## config.mk

```make
export PLATFORM = sky130hd
export DESIGN_NAME = fsy_freq_sync
export DESIGN_NICKNAME = d
export VERILOG_FILES = /design/src/fsy_freq_sync.v
export VERILOG_INCLUDE_DIRS = /design/src
export SDC_FILE = /design/constraint.sdc
export NUM_CORES = 1
export LEC_CHECK = 0
export ABC_AREA = 1
export CAP_MARGIN = 15
export CORE_MARGIN = 1
export CORE_UTILIZATION = 60
export DETAILED_ROUTE_END_ITERATION = 8
export DONT_BUFFER_PORTS = 1
export PLACE_DENSITY_LB_ADDON = 0.15
export SLEW_MARGIN = 20
export SYNTH_ARGS = -nofsm -noshare
export SYNTH_HDL_FRONTEND = slang
export SYNTH_SLANG_ARGS = --single-unit
```

## constraint.sdc

```tcl
create_clock -name core_clk -period 10.6 [get_ports core_clk]
set_input_delay 1.59 -clock core_clk [delete_from_list [all_inputs] [get_ports core_clk]]
set_output_delay 1.59 -clock core_clk [all_outputs]
set_load 0.05 [all_outputs]
```

## src/fsy_map.vh

```
`ifndef FSY_MAP_VH
`define FSY_MAP_VH

// ----------------------------------------------------------------------
// Register offsets
// ----------------------------------------------------------------------
`define FSY_CHAN_A_FREQ_OFS 16'hFE0A
`define FSY_CHAN_B_FREQ_OFS 16'hFE0B
`define FSY_CHAN_C_FREQ_OFS 16'hFE0C
`define FSY_SRC_SEL_OFS 16'hFE0E
`define FSY_PIN_CFG_OFS 16'hFE0F

// ----------------------------------------------------------------------
// Field positions and reset values
// ----------------------------------------------------------------------
`define FSY_MULT_HI 7
`define FSY_MULT_LO 6
`define FSY_SYNC_EN_BIT 5
`define FSY_SRC_C_BIT 3
`define FSY_SYNC_REFERENCE_OUTPUT_EN_BIT 3
`define FSY_EXTERNAL_SYNC_INPUT_EN_BIT 2
`define FSY_REG_RESET 8'h00

// ----------------------------------------------------------------------
// Timing
// ----------------------------------------------------------------------
`define FSY_CLK_MHZ 250
`define FSY_PULSE_NS 320
`define FSY_LEAD_NS 760
`define FSY_TIMEOUT_US 80
`define FSY_PULSE_CYC ((`FSY_PULSE_NS * `FSY_CLK_MHZ) / 1000)
`define FSY_LEAD_CYC ((`FSY_LEAD_NS * `FSY_CLK_MHZ) / 1000)
`define FSY_TIMEOUT_CYC (`FSY_TIMEOUT_US * `FSY_CLK_MHZ)

`endif

```

## src/fsy_freq_sync.v

```verilog
`timescale 1ns/100ps
`include "fsy_map.vh"

module fsy_freq_sync #(
  parameter PW = 20,
  parameter TIMEOUT_CYC = `FSY_TIMEOUT_CYC,
  parameter LOCK_COUNT = 2
) (
  // Clock and reset.
  input wire core_clk,
  input wire srst,
  // Register write and read port.
  input wire reg_wr,
  input wire [15:0] reg_addr,
  input wire [7:0] reg_wdata,
  output reg [7:0] reg_rdata,
  // Preset periods of each channel in core cycles, from the PWM engine.
  input wire [PW-1:0] chan_a_period,
  input wire [PW-1:0] chan_b_period,
  input wire [PW-1:0] chan_c_period,
  // Pins.
  input wire flag_or_sync_input_pin,
  output reg flag_or_sync_output_pin,
  // Flag path.
  input wire flag_output_function,
  output reg flag_input_function,
  // Sync status towards the channels.
  output reg sync_locked,
  output reg ext_sync_edge,
  output reg [1:0] ref_chan
);

  // ----------------------------------------------------------------------
  // Registers
  // ----------------------------------------------------------------------
  reg [7:0] chan_a_switching_frequency_q; // Channel A frequency register.
  reg [7:0] chan_b_switching_frequency_q; // Channel B frequency register.
  reg [7:0] chan_c_switching_frequency_q; // Channel C frequency register.
  reg [7:0] sync_source_select_q; // Sync output source select.
  reg [7:0] flag_sync_pin_config_q; // Shared pin configuration.

  // Plain write port; an unknown address is ignored.
  always @(posedge core_clk) begin
    if (srst) begin
      chan_a_switching_frequency_q <= `FSY_REG_RESET;
      chan_b_switching_frequency_q <= `FSY_REG_RESET;
      chan_c_switching_frequency_q <= `FSY_REG_RESET;
      sync_source_select_q <= `FSY_REG_RESET;
      flag_sync_pin_config_q <= `FSY_REG_RESET;
    end else if (reg_wr) begin
      case (reg_addr)
        `FSY_CHAN_A_FREQ_OFS: chan_a_switching_frequency_q <= reg_wdata;
        `FSY_CHAN_B_FREQ_OFS: chan_b_switching_frequency_q <= reg_wdata;
        `FSY_CHAN_C_FREQ_OFS: chan_c_switching_frequency_q <= reg_wdata;
        `FSY_SRC_SEL_OFS: sync_source_select_q <= reg_wdata;
        `FSY_PIN_CFG_OFS: flag_sync_pin_config_q <= reg_wdata;
        default: begin
        end
      endcase
    end
  end

  // Read data is registered; unmapped addresses read zero.
  always @(posedge core_clk) begin
    if (srst) begin
      reg_rdata <= 8'h00;
    end else begin
      case (reg_addr)
        `FSY_CHAN_A_FREQ_OFS: reg_rdata <= chan_a_switching_frequency_q;
        `FSY_CHAN_B_FREQ_OFS: reg_rdata <= chan_b_switching_frequency_q;
        `FSY_CHAN_C_FREQ_OFS: reg_rdata <= chan_c_switching_frequency_q;
        `FSY_SRC_SEL_OFS: reg_rdata <= sync_source_select_q;
        `FSY_PIN_CFG_OFS: reg_rdata <= flag_sync_pin_config_q;
        default: reg_rdata <= 8'h00;
      endcase
    end
  end

  // ----------------------------------------------------------------------
  // Sync output generator
  // ----------------------------------------------------------------------
  localparam [PW-1:0] PULSE_CYC = `FSY_PULSE_CYC; // 80 cycles high.
  localparam [PW-1:0] LEAD_CYC = `FSY_LEAD_CYC; // 190 cycles ahead.

  wire sync_reference_output_en = flag_sync_pin_config_q[`FSY_SYNC_REFERENCE_OUTPUT_EN_BIT];
  // The output always follows the preset period, never the imposed one.
  wire [PW-1:0] out_period = sync_source_select_q[`FSY_SRC_C_BIT] ? chan_c_period : chan_a_period;
  reg [PW-1:0] out_cnt_q; // Position inside the reference cycle.
  reg [PW-1:0] pulse_cnt_q; // Remaining high cycles of the pulse.
  // The pulse starts this far before the wrap so that it leads the cycle start.
  wire [PW-1:0] lead_point = (out_period > LEAD_CYC) ? out_period - LEAD_CYC : {PW{1'b0}};

  // Free-running reference cycle counter and pulse stretcher.
  always @(posedge core_clk) begin
    if (srst || !sync_reference_output_en) begin
      out_cnt_q <= {PW{1'b0}};
      pulse_cnt_q <= {PW{1'b0}};
    end else begin
      if (out_cnt_q + 1'b1 >= out_period) begin
        out_cnt_q <= {PW{1'b0}};
      end else begin
        out_cnt_q <= out_cnt_q + 1'b1;
      end
      if (out_cnt_q == lead_point) begin
        pulse_cnt_q <= PULSE_CYC;
      end else if (pulse_cnt_q != {PW{1'b0}}) begin
        pulse_cnt_q <= pulse_cnt_q - 1'b1;
      end
    end
  end

  // The shared pin carries either the flag or the sync pulse.
  always @(posedge core_clk) begin
    if (srst) begin
      flag_or_sync_output_pin <= 1'b0;
    end else if (sync_reference_output_en) begin
      flag_or_sync_output_pin <= (pulse_cnt_q != {PW{1'b0}});
    end else begin
      flag_or_sync_output_pin <= flag_output_function;
    end
  end

  // ----------------------------------------------------------------------
  // Reference channel choice
  // ----------------------------------------------------------------------
  wire en_a = chan_a_switching_frequency_q[`FSY_SYNC_EN_BIT];
  wire en_b = chan_b_switching_frequency_q[`FSY_SYNC_EN_BIT];
  wire en_c = chan_c_switching_frequency_q[`FSY_SYNC_EN_BIT];
  wire [1:0] mul_a = chan_a_switching_frequency_q[`FSY_MULT_HI:`FSY_MULT_LO];
  wire [1:0] mul_b = chan_b_switching_frequency_q[`FSY_MULT_HI:`FSY_MULT_LO];
  wire [1:0] mul_c = chan_c_switching_frequency_q[`FSY_MULT_HI:`FSY_MULT_LO];
  reg [1:0] sel; // Chosen channel, 0 = A, 1 = B, 2 = C.
  reg [1:0] sel_mul; // Its multiple code.
  reg [PW-1:0] sel_period; // Its preset period.

  // Strict less-than keeps the earlier channel on a tie, giving A over B over C.
  always @* begin
    sel = 2'd0;
    sel_mul = mul_a;
    sel_period = chan_a_period;
    if (en_b && (!en_a || mul_b < mul_a)) begin
      sel = 2'd1;
      sel_mul = mul_b;
      sel_period = chan_b_period;
    end
    if (en_c && ((!en_a && !en_b) || mul_c < sel_mul)) begin
      sel = 2'd2;
      sel_mul = mul_c;
      sel_period = chan_c_period;
    end
  end

  // Expected external period is the channel period times its multiple.
  // A code of zero means multiple one; software must set one channel so.
  // Both factors are widened to the product width so that nothing is padded silently.
  wire [PW+1:0] exp_period = {2'b00, sel_period} * {{(PW-1){1'b0}}, {1'b0, sel_mul} + 3'd1};

  // ----------------------------------------------------------------------
  // Sync input measurement
  // ----------------------------------------------------------------------
  wire external_sync_input_en = flag_sync_pin_config_q[`FSY_EXTERNAL_SYNC_INPUT_EN_BIT];
  wire any_en = en_a | en_b | en_c;
  reg in_meta_q; // First synchroniser stage.
  reg in_sync_q; // Second synchroniser stage.
  reg in_prev_q; // Previous value for edge detection.
  reg [PW+1:0] meas_q; // Cycles since the last rising edge.
  reg [PW+1:0] idle_q; // Timeout counter.
  reg [3:0] good_q; // Consecutive in-window periods.
  reg seen_q; // A first edge has opened a measurement.

  // Two flops before any logic looks at the pin.
  always @(posedge core_clk) begin
    if (srst) begin
      in_meta_q <= 1'b0;
      in_sync_q <= 1'b0;
      in_prev_q <= 1'b0;
    end else begin
      in_meta_q <= flag_or_sync_input_pin;
      in_sync_q <= in_meta_q;
      in_prev_q <= in_sync_q;
    end
  end

  wire rise = in_sync_q & ~in_prev_q;
  wire [PW+1:0] meas_now = meas_q + 1'b1;
  // Frequency window 90..110 percent, as period: 10P/11 <= T <= 10P/9.
  wire [PW+5:0] t11 = {4'h0, meas_now} * {{(PW+2){1'b0}}, 4'hB};
  wire [PW+5:0] t9 = {4'h0, meas_now} * {{(PW+2){1'b0}}, 4'h9};
  wire [PW+5:0] p10 = {4'h0, exp_period} * {{(PW+2){1'b0}}, 4'hA};
  wire in_window = (t11 >= p10) && (t9 <= p10);
  localparam [PW+1:0] TOUT = TIMEOUT_CYC;
  localparam [3:0] LOCK_N = LOCK_COUNT;

  // Period measurement, timeout and lock state.
  always @(posedge core_clk) begin
    if (srst || !external_sync_input_en || !any_en) begin
      meas_q <= {(PW+2){1'b0}};
      idle_q <= {(PW+2){1'b0}};
      good_q <= 4'd0;
      seen_q <= 1'b0;
      sync_locked <= 1'b0;
    end else if (rise) begin
      meas_q <= {(PW+2){1'b0}};
      idle_q <= {(PW+2){1'b0}};
      seen_q <= 1'b1;
      if (seen_q && in_window) begin
        if (good_q >= LOCK_N - 1'b1) begin
          sync_locked <= 1'b1;
        end else begin
          good_q <= good_q + 1'b1;
        end
      end else begin
        good_q <= 4'd0;
        sync_locked <= 1'b0;
      end
    end else begin
      meas_q <= meas_now;
      if (idle_q + 1'b1 >= TOUT) begin
        idle_q <= {(PW+2){1'b0}};
        good_q <= 4'd0;
        seen_q <= 1'b0;
        sync_locked <= 1'b0;
      end else begin
        idle_q <= idle_q + 1'b1;
      end
    end
  end

  // Edge strobe, reference index and flag input path.
  always @(posedge core_clk) begin
    if (srst) begin
      ext_sync_edge <= 1'b0;
      ref_chan <= 2'd0;
      flag_input_function <= 1'b0;
    end else begin
      ext_sync_edge <= rise & sync_locked;
      ref_chan <= sel;
      flag_input_function <= external_sync_input_en ? 1'b0 : in_sync_q;
    end
  end

endmodule // fsy_freq_sync

```

; Word-level counts from Yosys, hierarchy flattened
; Index checks and enable logic that the tools add are counted.
[totals]
ff_bits = 146
inputBits = 89
output_inout_bits = 14
elab_cells = 106
[classes]
n_addsub = 7
mul = 4
n_lt_le_gt_ge = 8
eq_ne = 8
muxes = 21
bitwise = 5
n_reduce_logical = 31
[op_table]
columns = operator, n
row1 = 16-bit == test (second input constant), 5
row2 = 20-bit 2-to-1 mux, 4
row3 = 22-bit by 4-bit multiplier with 26-bit output (second input constant), 2
row4 = 22-bit by 1-bit adder with 22-bit output (second input constant), 2
row5 = 8-bit case mux with 5 select lines, 1
row6 = 26-bit >= comparator, 1
row7 = 26-bit less-or-equal comparator, 1
row8 = 22-bit by 3-bit multiplier with 25-bit output (second input constant), 1
row9 = 22-bit by 15-bit >= comparator with 1-bit output (second input constant), 1
row10 = 20-bit by 3-bit multiplier with 22-bit output, 1
row11 = 20-bit by 1-bit adder with 20-bit output (second input constant), 1
row12 = 20-bit == test, 1
row13 = 20-bit >= comparator, 1
row14 = 20-bit by 8-bit > comparator with 1-bit output (second input constant), 1
row15 = 20-bit nonzero test, 1
row16 = 20-bit by 1-bit subtractor with 20-bit output (second input constant), 1
row17 = 20-bit by 8-bit subtractor with 20-bit output (second input constant), 1
row18 = 4-bit 2-to-1 mux, 4
row19 = 7-bit 2-to-1 mux, 2
row20 = 2-bit AND reduction, 7
row21 = 2-bit OR reduction, 5
row22 = 1-bit 2-to-1 mux, 7
row23 = 2-bit 2-to-1 mux, 3
row24 = 1-bit logical AND, 5
row25 = other kinds (13), 25

; Logic depth before layout (Yosys ltp)
; Gate-level depths: netlist of run 1.
[logic_depth]
depth_word = 16
ltp_mapped = 60
ltp_nobuf = 58

; Worst setup path after synthesis of run 1
; No wires, ideal clock.
[synth_timing]
path_kind = register -> register
startpoint = reg chan_a_switching_frequency_q[7]
endpoint = reg good_q[1]
setup_time_ps = 70
t_arrival_ps = 8117
t_required_ps = 10530
path_slack_ps = 2413
path_stages_with_launch = 54
path_buffers = 2
synth_period_minus_slack_ps = 8187
path_cell_list = dfxtp_1 inv_1 ha_1 nand2_1 nand2_1 nand2_1 nand2_2 o21ai_0 inv_1 ha_1 nand2_1 nand2_1 nand2_1 nand2_2 nand2_1 nand2_1 clkbuf_1 inv_1 [18 not listed] a21oi_1 o21bai_1 a21o_1 a21oi_1 xor2_1 ha_1 nand4_1 o41ai_1 o21ai_0 nand2_1 nand3_1 nand3_1 o211ai_1 a21oi_1 nand3_1 nand2_1 nand2_1 a21oi_1
[synth_via]
elab_chain_cells = 16
elab_cells_between_ends = 21
cone_classes = 1 x add/sub / 2 x mul / 4 x order compare / 1 x eq/ne / 6 x mux / 7 x reduce/logical
[synth_lines]
columns = element, line
row1 = "start, declared", fsy_freq_sync.v:36  ; reg [7:0] chan_a_switching_frequency_q;
row2 = "start signal, assigned", fsy_freq_sync.v:45  ; chan_a_switching_frequency_q <= `FSY_REG_RESET;
row3 = "start signal, assigned", fsy_freq_sync.v:52  ; `FSY_CHAN_A_FREQ_OFS: chan_a_switching_frequency_q <= reg_wdata;
row4 = 2-bit less-than comparator, fsy_freq_sync.v:141  ; if (en_b && (!en_a || mul_b < mul_a)) begin
row5 = 1-bit logical OR, fsy_freq_sync.v:141
row6 = 1-bit logical AND, fsy_freq_sync.v:141
row7 = 2-bit 2-to-1 mux, fsy_freq_sync.v:141
row8 = 2-bit less-than comparator, fsy_freq_sync.v:146  ; if (en_c && ((!en_a && !en_b) || mul_c < sel_mul)) begin
row9 = 1-bit logical OR, fsy_freq_sync.v:146
row10 = 1-bit logical AND, fsy_freq_sync.v:146
row11 = 2-bit 2-to-1 mux, fsy_freq_sync.v:146
row12 = 2-bit by 1-bit adder with 3-bit output, fsy_freq_sync.v:156  ; wire [PW+1:0] exp_period = {2'b00, sel_period} * {{(PW-1){1'b0}}, {1'b0, sel_mul} + 3'd1};
row13 = 20-bit by 3-bit multiplier with 22-bit output (*), fsy_freq_sync.v:156
row14 = 22-bit by 3-bit multiplier with 25-bit output (*), fsy_freq_sync.v:189  ; wire [PW+5:0] p10 = {4'h0, exp_period} * {{(PW+2){1'b0}}, 4'hA};
row15 = 26-bit >= comparator / 26-bit less-or-equal comparator (equally long branches), fsy_freq_sync.v:190  ; wire in_window = (t11 >= p10) && (t9 <= p10);
row16 = 1-bit logical AND (*), fsy_freq_sync.v:190
row17 = 1-bit logical AND (*), fsy_freq_sync.v:206  ; if (seen_q && in_window) begin
row18 = 3-bit inequality test (no line) / 4-bit 2-to-1 mux (equally long branches), n/a
row19 = 2-bit AND reduction (no line) / 4-bit 2-to-1 mux (equally long branches), n/a
row20 = "end signal, assigned", fsy_freq_sync.v:210  ; good_q <= good_q + 1'b1;
row21 = "end, declared", fsy_freq_sync.v:168  ; reg [3:0] good_q;
; Every way passes the cells marked *; elsewhere a longest branch is shown, timed or not.
; A chain may end at the register's enable or synchronous reset.

; Worst setup path in the final report of run 1
; Ends and elaborated chain as after synthesis.

==> results summary, run 1 <==
Buffers inserted during clock tree synthesis total 17. The kind of cell adding the most delay to the critical path is compound AO/OA/AOI/OAI gates. The most common cell in the synthesized netlist is inv_1. The met2 track demand over resource came out at 52.16%. The post-CTS setup buffer count is 0.

The worst register-to-register path ends at good_q[1]. The final-stage net count is 2563. met2 is the most crowded layer. The maximum clock skew at final layout came out at 0.02351 ns.

Setup repair after global routing left no endpoint under its margin. The setup check on the worst reg-to-reg path leaves a slack of 1.11 ns. The residual DRC count came out at 0.

The share of the core filled with cells in the final layout came out at 65.71%. After synthesis, the netlist uses 58 different library cells. In this run the most critical hold path is launched from in_meta_q. By area the synthesized netlist is led by dfxtp_1 (19%), ha_1 (18%), inv_1 (10%). The share of flip-flops with an asynchronous set or reset after synthesis came out at 0%. The slew at the pin with the worst max-slew slack is 0.9132 ns. The post-route netlist has 3.100% of its cells at a drive strength greater than 1. The clock-pin slew on the worst setup and hold paths is 0.08 ns. The total congestion overflow after global routing is 0. The aggregate routed wire length is 37.15 mm. The synthesized area divided by synthesized cell count is 6.856 um2. The via total after detailed routing is 13980. Of the synthesized area, sequential elements account for 19.21%. The maximum fanout along the worst path is 44.

The initial antenna violation count came out at 4. The total negative setup slack came out at 0 ns. STA puts the critical path data arrival time at 9.84 ns. STA classifies the critical path endpoint as a flip-flop. Global routing used 7.062% of the available met3 tracks. The die is 161.2 um tall.

In this run the deepest clock path goes through 2 buffers. The number of H-tree branching levels came out at 4. The global-route track usage on met1 is 34.75%. Entering global routing, the biggest net connects 45 pins.

The count of clock tree sinks is 146. The number of synthesized register bits is 146. The number of vias per cell came out at 5.478. The insertion delay to the later sink of the worst-skew pair is 0.44 ns. TritonCTS built the clock tree.

The leakage power is 8.307 nW. The cell sitting at the root of the clock tree is a clkbuf_16. The critical path startpoint is chan_a_switching_frequency_q[7]. At the worst endpoint, the required time is 10.95 ns.

The number of violations reported at the end of detailed-routing iteration 0 is 829. The chip width is 161.2 um. The flow ran to the end, and the final reports show no timing, DRC or antenna violations. After routing the design area is 16170 um2. The routed design could run at a clock period as short as 9.489 ns. The number of primary I/O pins came out at 103. For hold timing, the worst endpoint is in_sync_q. The reg-to-reg critical path startpoint is chan_a_switching_frequency_q[7].

Synthesis produced a netlist whose cell count is 2219. The floorplan has 57 rows. In this design, the critical path's most frequently occurring cell is nand2_1. By count the netlist is led by inv_1 (422), nand2_1 (372), nor2_1 (247). Setup violations remaining at the end of the flow were counted as 0. The final weighted congestion in routability-driven placement is 0.9378. The final critical path takes up 89.52% of the cycle.

The worst hold path depth came out at 2. The total power per unit cell area is 86.16 nW/um2. Once detailed placement completed, the half-perimeter wirelength came to 30.61 mm. The final antenna-violating net count is 0. The area of the placeable core is 24600 um2.

Summing all placed instances gives a cell area of 15510 um2. The starting density of the core is 61.83%. The relative slew slack came out at 38.65%.

The layout-stage area growth over the synthesis result is 6.267%. The min-delay analysis places its worst path in the category reg2reg. The die area came out at 26000 um2.

The total of max-cap violations came out at 0. The via count of the first global-routing pass is 13530. The number of cells after detailed placement is 2518. The first detailed-routing pass took 6 iterations. The top-area cell type share of the netlist area came out at 19.21%. The worst setup path is launched from a flip-flop. The maximum clock rate came out at 105.4 MHz. The number of fill cells in the layout came out at 2268. The max-slew violation total from the final report came to 0. The critical path is of the reg2reg type. For this run, the number of Yosys warnings is 0. For this run, the leading register cell type out of synthesis is dfxtp_1.

The summed instance area of the synthesized netlist came out at 15210 um2. The number of port buffers is 0. The number of hold violations in the final report came out at 0.

The cell with the biggest individual delay on the critical path is fa_1. The count of flip-flops with a built-in enable after synthesis is 0. The number of cells on the worst reg-to-reg path is 56.

The sum of buffers and inverters on the critical path is 9. The worst ir drop on vdd came out at 102.7 uV. The first-pass GRT wire length came out at 62.60 mm. Leaving out filler cells and counting taps, the final layout contains 2552. For this run, the slowest stage of the critical path takes 0.52 ns. The per-cell routed wire length is 14.56 um. dfxtp_1 takes more of the synthesized area than any other cell. The overall track demand over capacity in global routing came out at 29.51%.
[per-layer routing]
metal | up-vias | wire length [um]
met5 | - | 24
met4 | 4 | 875
met3 | 68 | 2277
met2 | 348 | 18010
met1 | 6357 | 15970
li1 | 7203 | -
[worst min-delay path, delay by kind of cell, from the launching register on]
family | cells | cell delay (ns)
buffers and inverters | 1 | 0.04
and+or+nand+nor | 1 | 0.03
DFF | 1 | 0.30
[stage by stage]
stage / hold slack (ns) / worst slack, ns / total power, mW
2_1_floorplan: 0.3883 / 2.413 / 0.7318
3_3_place_gp: 0.3908 / 1.033 / 0.7689
3_5_place_dp: 0.3925 / 0.6518 / 0.7728
4_1_cts: 0.4040 / 0.6053 / 1.402
5_1_grt: 0.4432 / 0.01266 / 1.459
6_report: 0.4028 / 1.111 / 1.393
[state kept, by name, summed over array words and instances (netlist names), 2 cells and up]
register                      flops
meas_q                           22
chan_b_switching_frequency_q      8
pulse_cnt_q                      20
idle_q                           22
good_q                            4
sync_source_select_q              8
flag_sync_pin_config_q            8
ref_chan                          2
chan_c_switching_frequency_q      8
chan_a_switching_frequency_q      8
out_cnt_q                        20
reg_rdata                         8
[repair_timing]
item / 4_1_cts / 5_1_grt
gates resized for setup: 0 / 6
endpoints found under the hold margin: 0 / 0
hold buffers: 0 / 0
setup endpoints to repair: 0 / 5
[how the worst max path moves through the flow]
stage          cells after the start  slack (ns)        end
6_report                          56        1.11  good_q[1]
5_1_grt                           57        0.01  good_q[1]
4_1_cts                           56        0.61  good_q[1]
3_5_place_dp                      56        0.65  good_q[1]
3_3_place_gp                      57        1.03  good_q[2]
2_1_floorplan                     53        2.41  good_q[1]
[power by group]
group	switching, mW	total (mW)	internal [mW]
registers	0.00234	0.553	0.550
clock network	0.305	0.631	0.326
logic	0.132	0.209	0.0771
total	0.440	1.39	0.953
[final cells by class]
class                      count  area, um2  area share [%]
antenna                        2      5.005         0.03096
sequential                   146       2923           18.08
clock inverter                15      201.4           1.246
inverter                     426       1607           9.937
tap                          324      405.4           2.508
multi-input combinational   1618      10570           65.36
timing repair buffer           4      33.78          0.2090
clock buffer                  17      425.4           2.631
[cells in the final DEF (no fill, tap or decap), types with 3 or more instances in the layout]
| cell | Yosys | layout |
|---|---|---|
| xor2_1 | 105 | 105 |
| o21ai_1 | 4 | 4 |
| o21bai_1 | 7 | 7 |
| a31oi_1 | 8 | 8 |
| nor3_1 | 48 | 48 |
| buf_4 | 2 | 3 |
| inv_2 | 4 | 4 |
| inv_8 | 0 | 4 |
| a311oi_1 | 5 | 5 |
| clkinv_8 | 0 | 6 |
| nor4_2 | 4 | 4 |
| clkbuf_16 | 0 | 17 |
| nand4_1 | 30 | 30 |
| fa_1 | 40 | 40 |
| or2_2 | 6 | 6 |
| nor4_1 | 16 | 16 |
| o21a_1 | 3 | 3 |
| a21o_1 | 4 | 4 |
| ha_1 | 221 | 221 |
| o22ai_1 | 10 | 10 |
| nand2_2 | 3 | 4 |
| nand2_1 | 372 | 370 |
| dfxtp_1 | 146 | 146 |
| o21ai_0 | 114 | 114 |
| xnor2_1 | 39 | 39 |
| nor3b_1 | 3 | 3 |
| o211ai_1 | 18 | 18 |
| a211oi_1 | 26 | 26 |
| inv_1 | 422 | 420 |
| o31ai_1 | 6 | 6 |
| nand3_1 | 90 | 90 |
| conb_1 | 1 | 7 |
| a21oi_1 | 152 | 152 |
| nor2_1 | 247 | 247 |
[cells by family after synthesis]
group           share of synthesized area (%)
xor+xnor                                8.290
fa+ha+maj                               23.44
other cells                           0.02465
buf+inv                                 11.55
simple gates                            23.26
compound gates                          14.23
flops                                   19.21
Note: power is estimated with default switching activity, not from simulation.
==> run 2: changes to the inputs <==
--- a/config.mk
+++ b/config.mk
@@ -8,10 +8,12 @@
 export LEC_CHECK = 0
 export ABC_AREA = 1
 export CAP_MARGIN = 15
+export CORE_ASPECT_RATIO = 1.5
 export CORE_MARGIN = 1
-export CORE_UTILIZATION = 60
+export CORE_UTILIZATION = 55
 export DETAILED_ROUTE_END_ITERATION = 8
 export DONT_BUFFER_PORTS = 1
+export MAX_ROUTING_LAYER = met4
 export PLACE_DENSITY_LB_ADDON = 0.15
 export SLEW_MARGIN = 20
 export SYNTH_ARGS = -nofsm -noshare
==> run 2 against run 1 <==
  * Critical path depth down 1
  * Global-route usage down 1.7 points
  * Sequential cell count unchanged
  * Sequential share of layout area up 0.051 points
  * Critical endpoint is now good_q[2]
  * Largest cell class unchanged
==> results summary, run 2 (synthesized netlist as in run 1, its figures left out) <==
The flow ran to the end, and the final reports show no timing, DRC or antenna violations. The insertion delay to the later sink of the worst-skew pair came out at 0.46 ns. The count of cells resized by post-cts repair came out at 0.

The number of H-tree branching levels came out at 4. For this design the static power due to leakage is 8.302 nW. The number of fill cells in the layout came out at 2692. The via total after detailed routing is 13900. The via count of the first global-routing pass came out at 13600. The nature of the critical path endpoint is a flip-flop. The post-CTS setup buffer count is 0. The worst setup path is of the reg2reg kind. The overall track demand over capacity in global routing came out at 27.81%.

The relative slew slack came out at 39.81%. The final antenna-violating net count came out at 0. The fraction of layout cells with a size suffix above 1 is 2.831%. After legalization and detailed placement, the total HPWL measured 29.30 mm. Once placement finished, the instance area stood at 15530 um2. The maximum fanout along the worst path is 35.

TritonCTS built the clock tree. The total of max-cap violations is 0. The global routing stage identified its most utilized layer as met2. After the last flow step, the layout net total stands at 2562. The global-route track usage on met1 came out at 29.93%. The initial antenna violation count was 1. The total area of multi-input combinational cells is 10560 um2. The worst hold margin came out at 0.4100 ns. The vertical extent of the die came out at 205.7 um.

The clock net in this run drives a total of 146 sinks. The library cell used most frequently in the layout, excluding fill and tap cells, is inv_1. The area of the placeable core is 27220 um2. In the final layout, the registers with the most flip-flops are idle_q: 22 flops, meas_q: 22 flops. For this run, global-route usage on met3 was measured as 3.351%. The slew at the pin with the worst max-slew slack came out at 0.8934 ns. The clock buffer count from CTS is 17. The final weighted congestion in routability-driven placement is 0.9377.

The number of violations reported at the end of detailed-routing iteration 0 came out at 505. The overall power consumption is 1.387 mW. The number of port buffers came out at 0. The sum of buffers and inverters on the critical path came out at 8. The per-cell routed wire length came out at 13.99 um. The maximum clock insertion buffer count is 2. The register area is 2923 um2. The largest stage delay on the critical path came out at 0.53 ns. Summed over all nets, the switching power comes to 423.1 uW. The area growth from synthesis to layout is 5.971%. The length of the first detailed-routing pass in iterations is 5. For this run, design rule violations remaining after detail routing come to 0. The total setup violations reported at the end of the flow came out at 0. The maximum clock skew at final layout is 0.01076 ns. The total power per unit cell area came out at 86.03 nW/um2. The final critical path time including I/O delays and setup came out at 9.641 ns. The max-slew violation total from the final report is 0.

The standard-cell row count is 74. In the final timing run, aggregate negative setup slack is 0 ns. The internal power summed over all cells came out at 963.8 uW.

The sequential power share came out at 39.8%. STA puts the critical path data required time at 10.98 ns. The cell with the biggest individual delay on the critical path is fa_1. Once the floorplan was initialized, standard cells occupied 55.89% of the core. The number of primary I/O pins came out at 103. The worst ir drop on vdd came out at 121.4 uV. The kind of cell adding the most delay to the critical path is simple AND/OR/NAND/NOR gates. The first global-routing pass estimated 61.15 mm of wire. The die area is 28340 um2. The maximum clock rate came out at 103.7 MHz. The number of buffers inserted for hold repair after clock tree synthesis is 0.

The fraction of power consumed by the clock network is 45.1%. The data arrival time of the critical path is 10.03 ns. The number of hold violations in the final report came out at 0. The aggregate routed wire length is 35.95 mm. The met2 track demand over resource came out at 50.68%. In the layout the commonest cells are inv_1 (422), nand2_1 (372), nor2_1 (247), ha_1 (221), a21oi_1 (152). By instance count, the cell type seen most on the critical path is nand2_1. The clock-pin slew on the worst setup and hold paths came out at 0.07 ns. The launching element type of the critical path is a flip-flop. The number of vias per cell came out at 5.409. The combinational share of power is 15.1%. The tree is rooted in a clkbuf_16.

The worst hold path class is reg2reg. The ratio of final minimum period to clock period is 90.95%. The fraction of power spent switching nets came out at 30.51%. Entering global routing, the biggest net connects 43 pins.

The final instance area is 16120 um2. The chip width is 137.8 um. Setup repair after global routing left no endpoint under its margin. The total congestion overflow after global routing came out at 0.
## run 2: changes by cell type in the layout (fill, tap and decap cells not counted), moves of 2 or more
cell / before / now
clkinv_8: 6 / 1
inv_8: 4 / 6
inv_6: 2 / 4
nand2_1: 370 / 372
inv_1: 420 / 422
clkinv_2: 0 / 2
clkinvlp_4: 2 / 0
inv_12: 2 / 0
## run 2: cell type report
class                   count  share of cell area [%]
diodes                      2                 0.03104
repair buffers              3                  0.1397
well taps                 342                   2.654
flip-flops and latches    146                   18.13
inverters                 426                   9.918
clock buffers              18                   2.662
multi-input cells        1618                   65.48
clock inverters            14                  0.9856
## run 2: worst min-delay path, cell delays in order, from the launching register on
cell     delay (ns)
dfxtp_1        0.30
inv_1          0.04
nor2_1         0.03
## run 2: per-layer routing
| metal | up-vias | routed length [um] |
|---|---|---|
| li1 | 7193 | - |
| met1 | 6386 | 15110 |
| met2 | 244 | 18670 |
| met3 | 72 | 1008 |
| met4 | 0 | 1171 |
| met5 | - | 0 |
## run 2: final timing paths
kind / from / cells after the start / slack (ns) / to
setup / recovery: chan_a_switching_frequency_q[7] / 55 / 0.96 / good_q[2]
hold / removal: in_meta_q / 2 / 0.41 / in_sync_q
setup reg to reg: chan_a_switching_frequency_q[7] / 55 / 0.96 / good_q[2]
hold reg to reg: in_meta_q / 2 / 0.41 / in_sync_q
## run 2: power by group through the flow
| stage | clock network (mW) | logic (mW) | registers, mW |
|---|---|---|---|
| final | 0.625 | 0.209 | 0.553 |
| after global routing | 0.657 | 0.243 | 0.553 |
| after CTS | 0.635 | 0.210 | 0.553 |
| after detailed placement | 0 | 0.208 | 0.565 |
| after global placement | 0 | 0.203 | 0.565 |
| after floorplan | 0 | 0.167 | 0.565 |
## run 2: per-stage QoR
stage | cells | worst slack [ns] | util (%)
floorplan | 2225 | 2.413 | -
global placement | 2535 | 1.318 | 57.05
detailed placement | 2535 | 0.9730 | 57.05
CTS | 2567 | 0.9098 | 59.21
global route | 2569 | 0.01681 | 59.23
finish | 2569 | 0.9588 | 59.23
==> run 3: changes to the inputs <==
--- a/config.mk
+++ b/config.mk
@@ -13,8 +13,9 @@
 export CORE_UTILIZATION = 55
 export DETAILED_ROUTE_END_ITERATION = 8
 export DONT_BUFFER_PORTS = 1
+export GPL_TIMING_DRIVEN = 0
 export MAX_ROUTING_LAYER = met4
-export PLACE_DENSITY_LB_ADDON = 0.15
+export PLACE_DENSITY = 0.7
 export SLEW_MARGIN = 20
 export SYNTH_ARGS = -nofsm -noshare
 export SYNTH_HDL_FRONTEND = slang
==> constraint.sdc (replaced) <==
create_clock -name core_clk -period 11.88 [get_ports core_clk]
set_input_delay 1.782 -clock core_clk [delete_from_list [all_inputs] [get_ports core_clk]]
set_output_delay 1.782 -clock core_clk [all_outputs]
set_load 0.05 [all_outputs]
==> run 3 against run 2 <==
  * Clock skew rose by 0.0045 ns
  * Global-route usage is 0.10 points lower
  * Hold slack lost 0.0016 ns
  * Critical path type unchanged
  * Largest power group unchanged
==> results summary, run 3 (synthesized netlist as in run 1, its figures left out) <==
The library cell used most frequently in the layout, excluding fill and tap cells, is inv_1. The number of fill cells in the layout came out at 2601. The first-pass GRT wire length came out at 60.82 mm. The worst path required time came out at 12.27 ns. STA classifies the critical path endpoint as a flip-flop. The kind of cell with the highest combined delay along the critical path is compound AO/OA/AOI/OAI gates. The floorplan step set the die height to 205.7 um. The final critical path time including I/O delays and setup came out at 10.00 ns. The initial antenna violation count is 1. The total congestion overflow after global routing is 0. The overall power consumption came out at 1.237 mW. The fraction of layout cells with a size suffix above 1 is 3.013%.

The clock arrives with 0.01524 ns of skew. The max-slew violation total from the final report is 0. The tree is rooted in a clkbuf_16. At the end of routability-driven placement, the weighted congestion stood at 0.9102. The worst setup path is launched from a flip-flop. At the end of the flow, the number of nets in the layout was 2594.

The sum of buffers and inverters on the critical path is 9. The number of vias per cell is 5.341. The clock-pin slew on the worst setup and hold paths came out at 0.07 ns. The length of the first detailed-routing pass in iterations came out at 5.

The via total after detailed routing is 13890. The ratio of final minimum period to clock period came out at 84.21%. The maximum clock rate came out at 99.96 MHz. The most prevalent standard cell on the critical path is nand2_1.

The maximum fanout along the worst path is 10. The detailed placer's ending HPWL came out at 29.80 mm. The total of max-cap violations is 0. The via count of the first global-routing pass is 13510.

The relative slew slack came out at 39.74%. The maximum clock insertion buffer count is 2. Relative to the synthesized area, the layout overhead comes to 6.851%. The count of clock tree sinks came out at 146. Setup violations remaining at the end of the flow were counted as 0. At the pin with the least slew margin, the transition time is 0.8945 ns. The count of cells resized by post-cts repair is 0.

The standard-cell row count came out at 74. The data arrival time of the critical path came out at 10.40 ns. The type of the worst setup path is reg2reg. The per-cell routed wire length came out at 13.91 um.

The die is 137.8 um wide. The die area is 28340 um2. The aggregate routed wire length is 36.17 mm.

In the final layout, the registers with the most flip-flops are idle_q: 22 flops, meas_q: 22 flops. The worst ir drop on vdd came out at 105.4 uV. In this run the static leakage power is 8.358 nW.

The starting density of the core is 55.89%. The clock buffer count from CTS is 17. In this run the remaining antenna-violating nets after routing total 0. For this design, the slowest cell found on the critical path is fa_1. After detailed routing, the number of remaining DRC violations is 0. The run finished with clean final reports. The number of primary I/O pins is 103. The number of H-tree branching levels is 4. The total power per unit cell area came out at 76.09 nW/um2.

TritonCTS built the clock tree. The number of hold violations in the final report was 0. The largest stage delay on the critical path came out at 0.61 ns. Setup repair after global routing left no endpoint under its margin. The total negative setup slack is 0 ns. The number of violations reported at the end of detailed-routing iteration 0 came out at 590. The largest net degree at the start of global routing came out at 17. The top cell types in the final layout, fill and taps aside, are inv_1 (422), nand2_1 (372), nor2_1 (247), ha_1 (221), a21oi_1 (152). The floorplan step defined a core boundary enclosing 27220 um2. The tightest min-delay check is of the reg2reg type.

The number of buffers inserted for hold repair after clock tree synthesis came out at 0. Global routing consumed, over all layers together, 27.71% of the routing resources. At the later pin of the worst-skew pair, clock insertion delay measures 0.46 ns. During placement, the flow inserted port buffers numbering 0. The post-CTS setup buffer count came out at 0. The count of cells in the finished layout, fillers not included, comes to 2600. The number of cells after detailed placement came out at 2567.
run 3: cell count changes in the layout (fill, tap and decap cells not counted):
cell	change
buf_4	-1
clkinvlp_4	+1
diode_2	-1
buf_1	+3
inv_6	+1
buf_6	+2
buf_2	+3
inv_8	-1
clkbuf_1	+24
run 3: cell type report:
| cell class | instances | area, um2 | area share [%] |
|---|---|---|---|
| Multi-Input combinational cell | 1618 | 10560 | 64.94 |
| Sequential cell | 146 | 2923 | 17.98 |
| Inverter | 426 | 1599 | 9.837 |
| Tap cell | 342 | 427.9 | 2.632 |
| Clock buffer | 17 | 425.4 | 2.617 |
| Clock inverter | 15 | 163.9 | 1.008 |
| Buffer | 35 | 157.7 | 0.9698 |
| Antenna cell | 1 | 2.502 | 0.01539 |
run 3: final timing paths:
kind | from | end | slack (ns) | cells past startpoint
setup / recovery | chan_a_switching_frequency_q[7] | good_q[1] | 1.88 | 56
hold / removal | in_meta_q | in_sync_q | 0.41 | 2
setup reg to reg | chan_a_switching_frequency_q[7] | good_q[1] | 1.88 | 56
hold reg to reg | in_meta_q | in_sync_q | 0.41 | 2
run 3: stage by stage:
stage               hold WS [ns]  cell area (um2)  util [%]  setup slack (ns)
floorplan                 0.3883            15240         -             3.693
global placement          0.3978            15660     57.54             1.951
detailed placement        0.3968            15660     57.54             1.883
CTS                       0.4107            16250     59.71             1.838
global route              0.4361            16260     59.72             1.096
finish                    0.4084            16260     59.72             1.876
run 3: where the power goes:
group	total [mW]	switching, mW	internal, mW
sequential	0.493	0.00204	0.491
combinational	0.189	0.119	0.0692
clock	0.555	0.256	0.299
total	1.24	0.378	0.859
run 3: metal layers:
metal  share of wire (%)  up-vias  track usage [%]
li1                    -     7262                -
met4                 1.9        0            9.589
met1                  42     6326            31.00
met2                  53      260            50.29
met3                 3.2       38            2.907
met5                   0        -                -
run 3: worst min-delay path: cells and delay by family (launching register included):
family,cells,cell delay [ns]
buffers and inverters,1,0.04
DFF,1,0.30
and+or+nand+nor,1,0.03
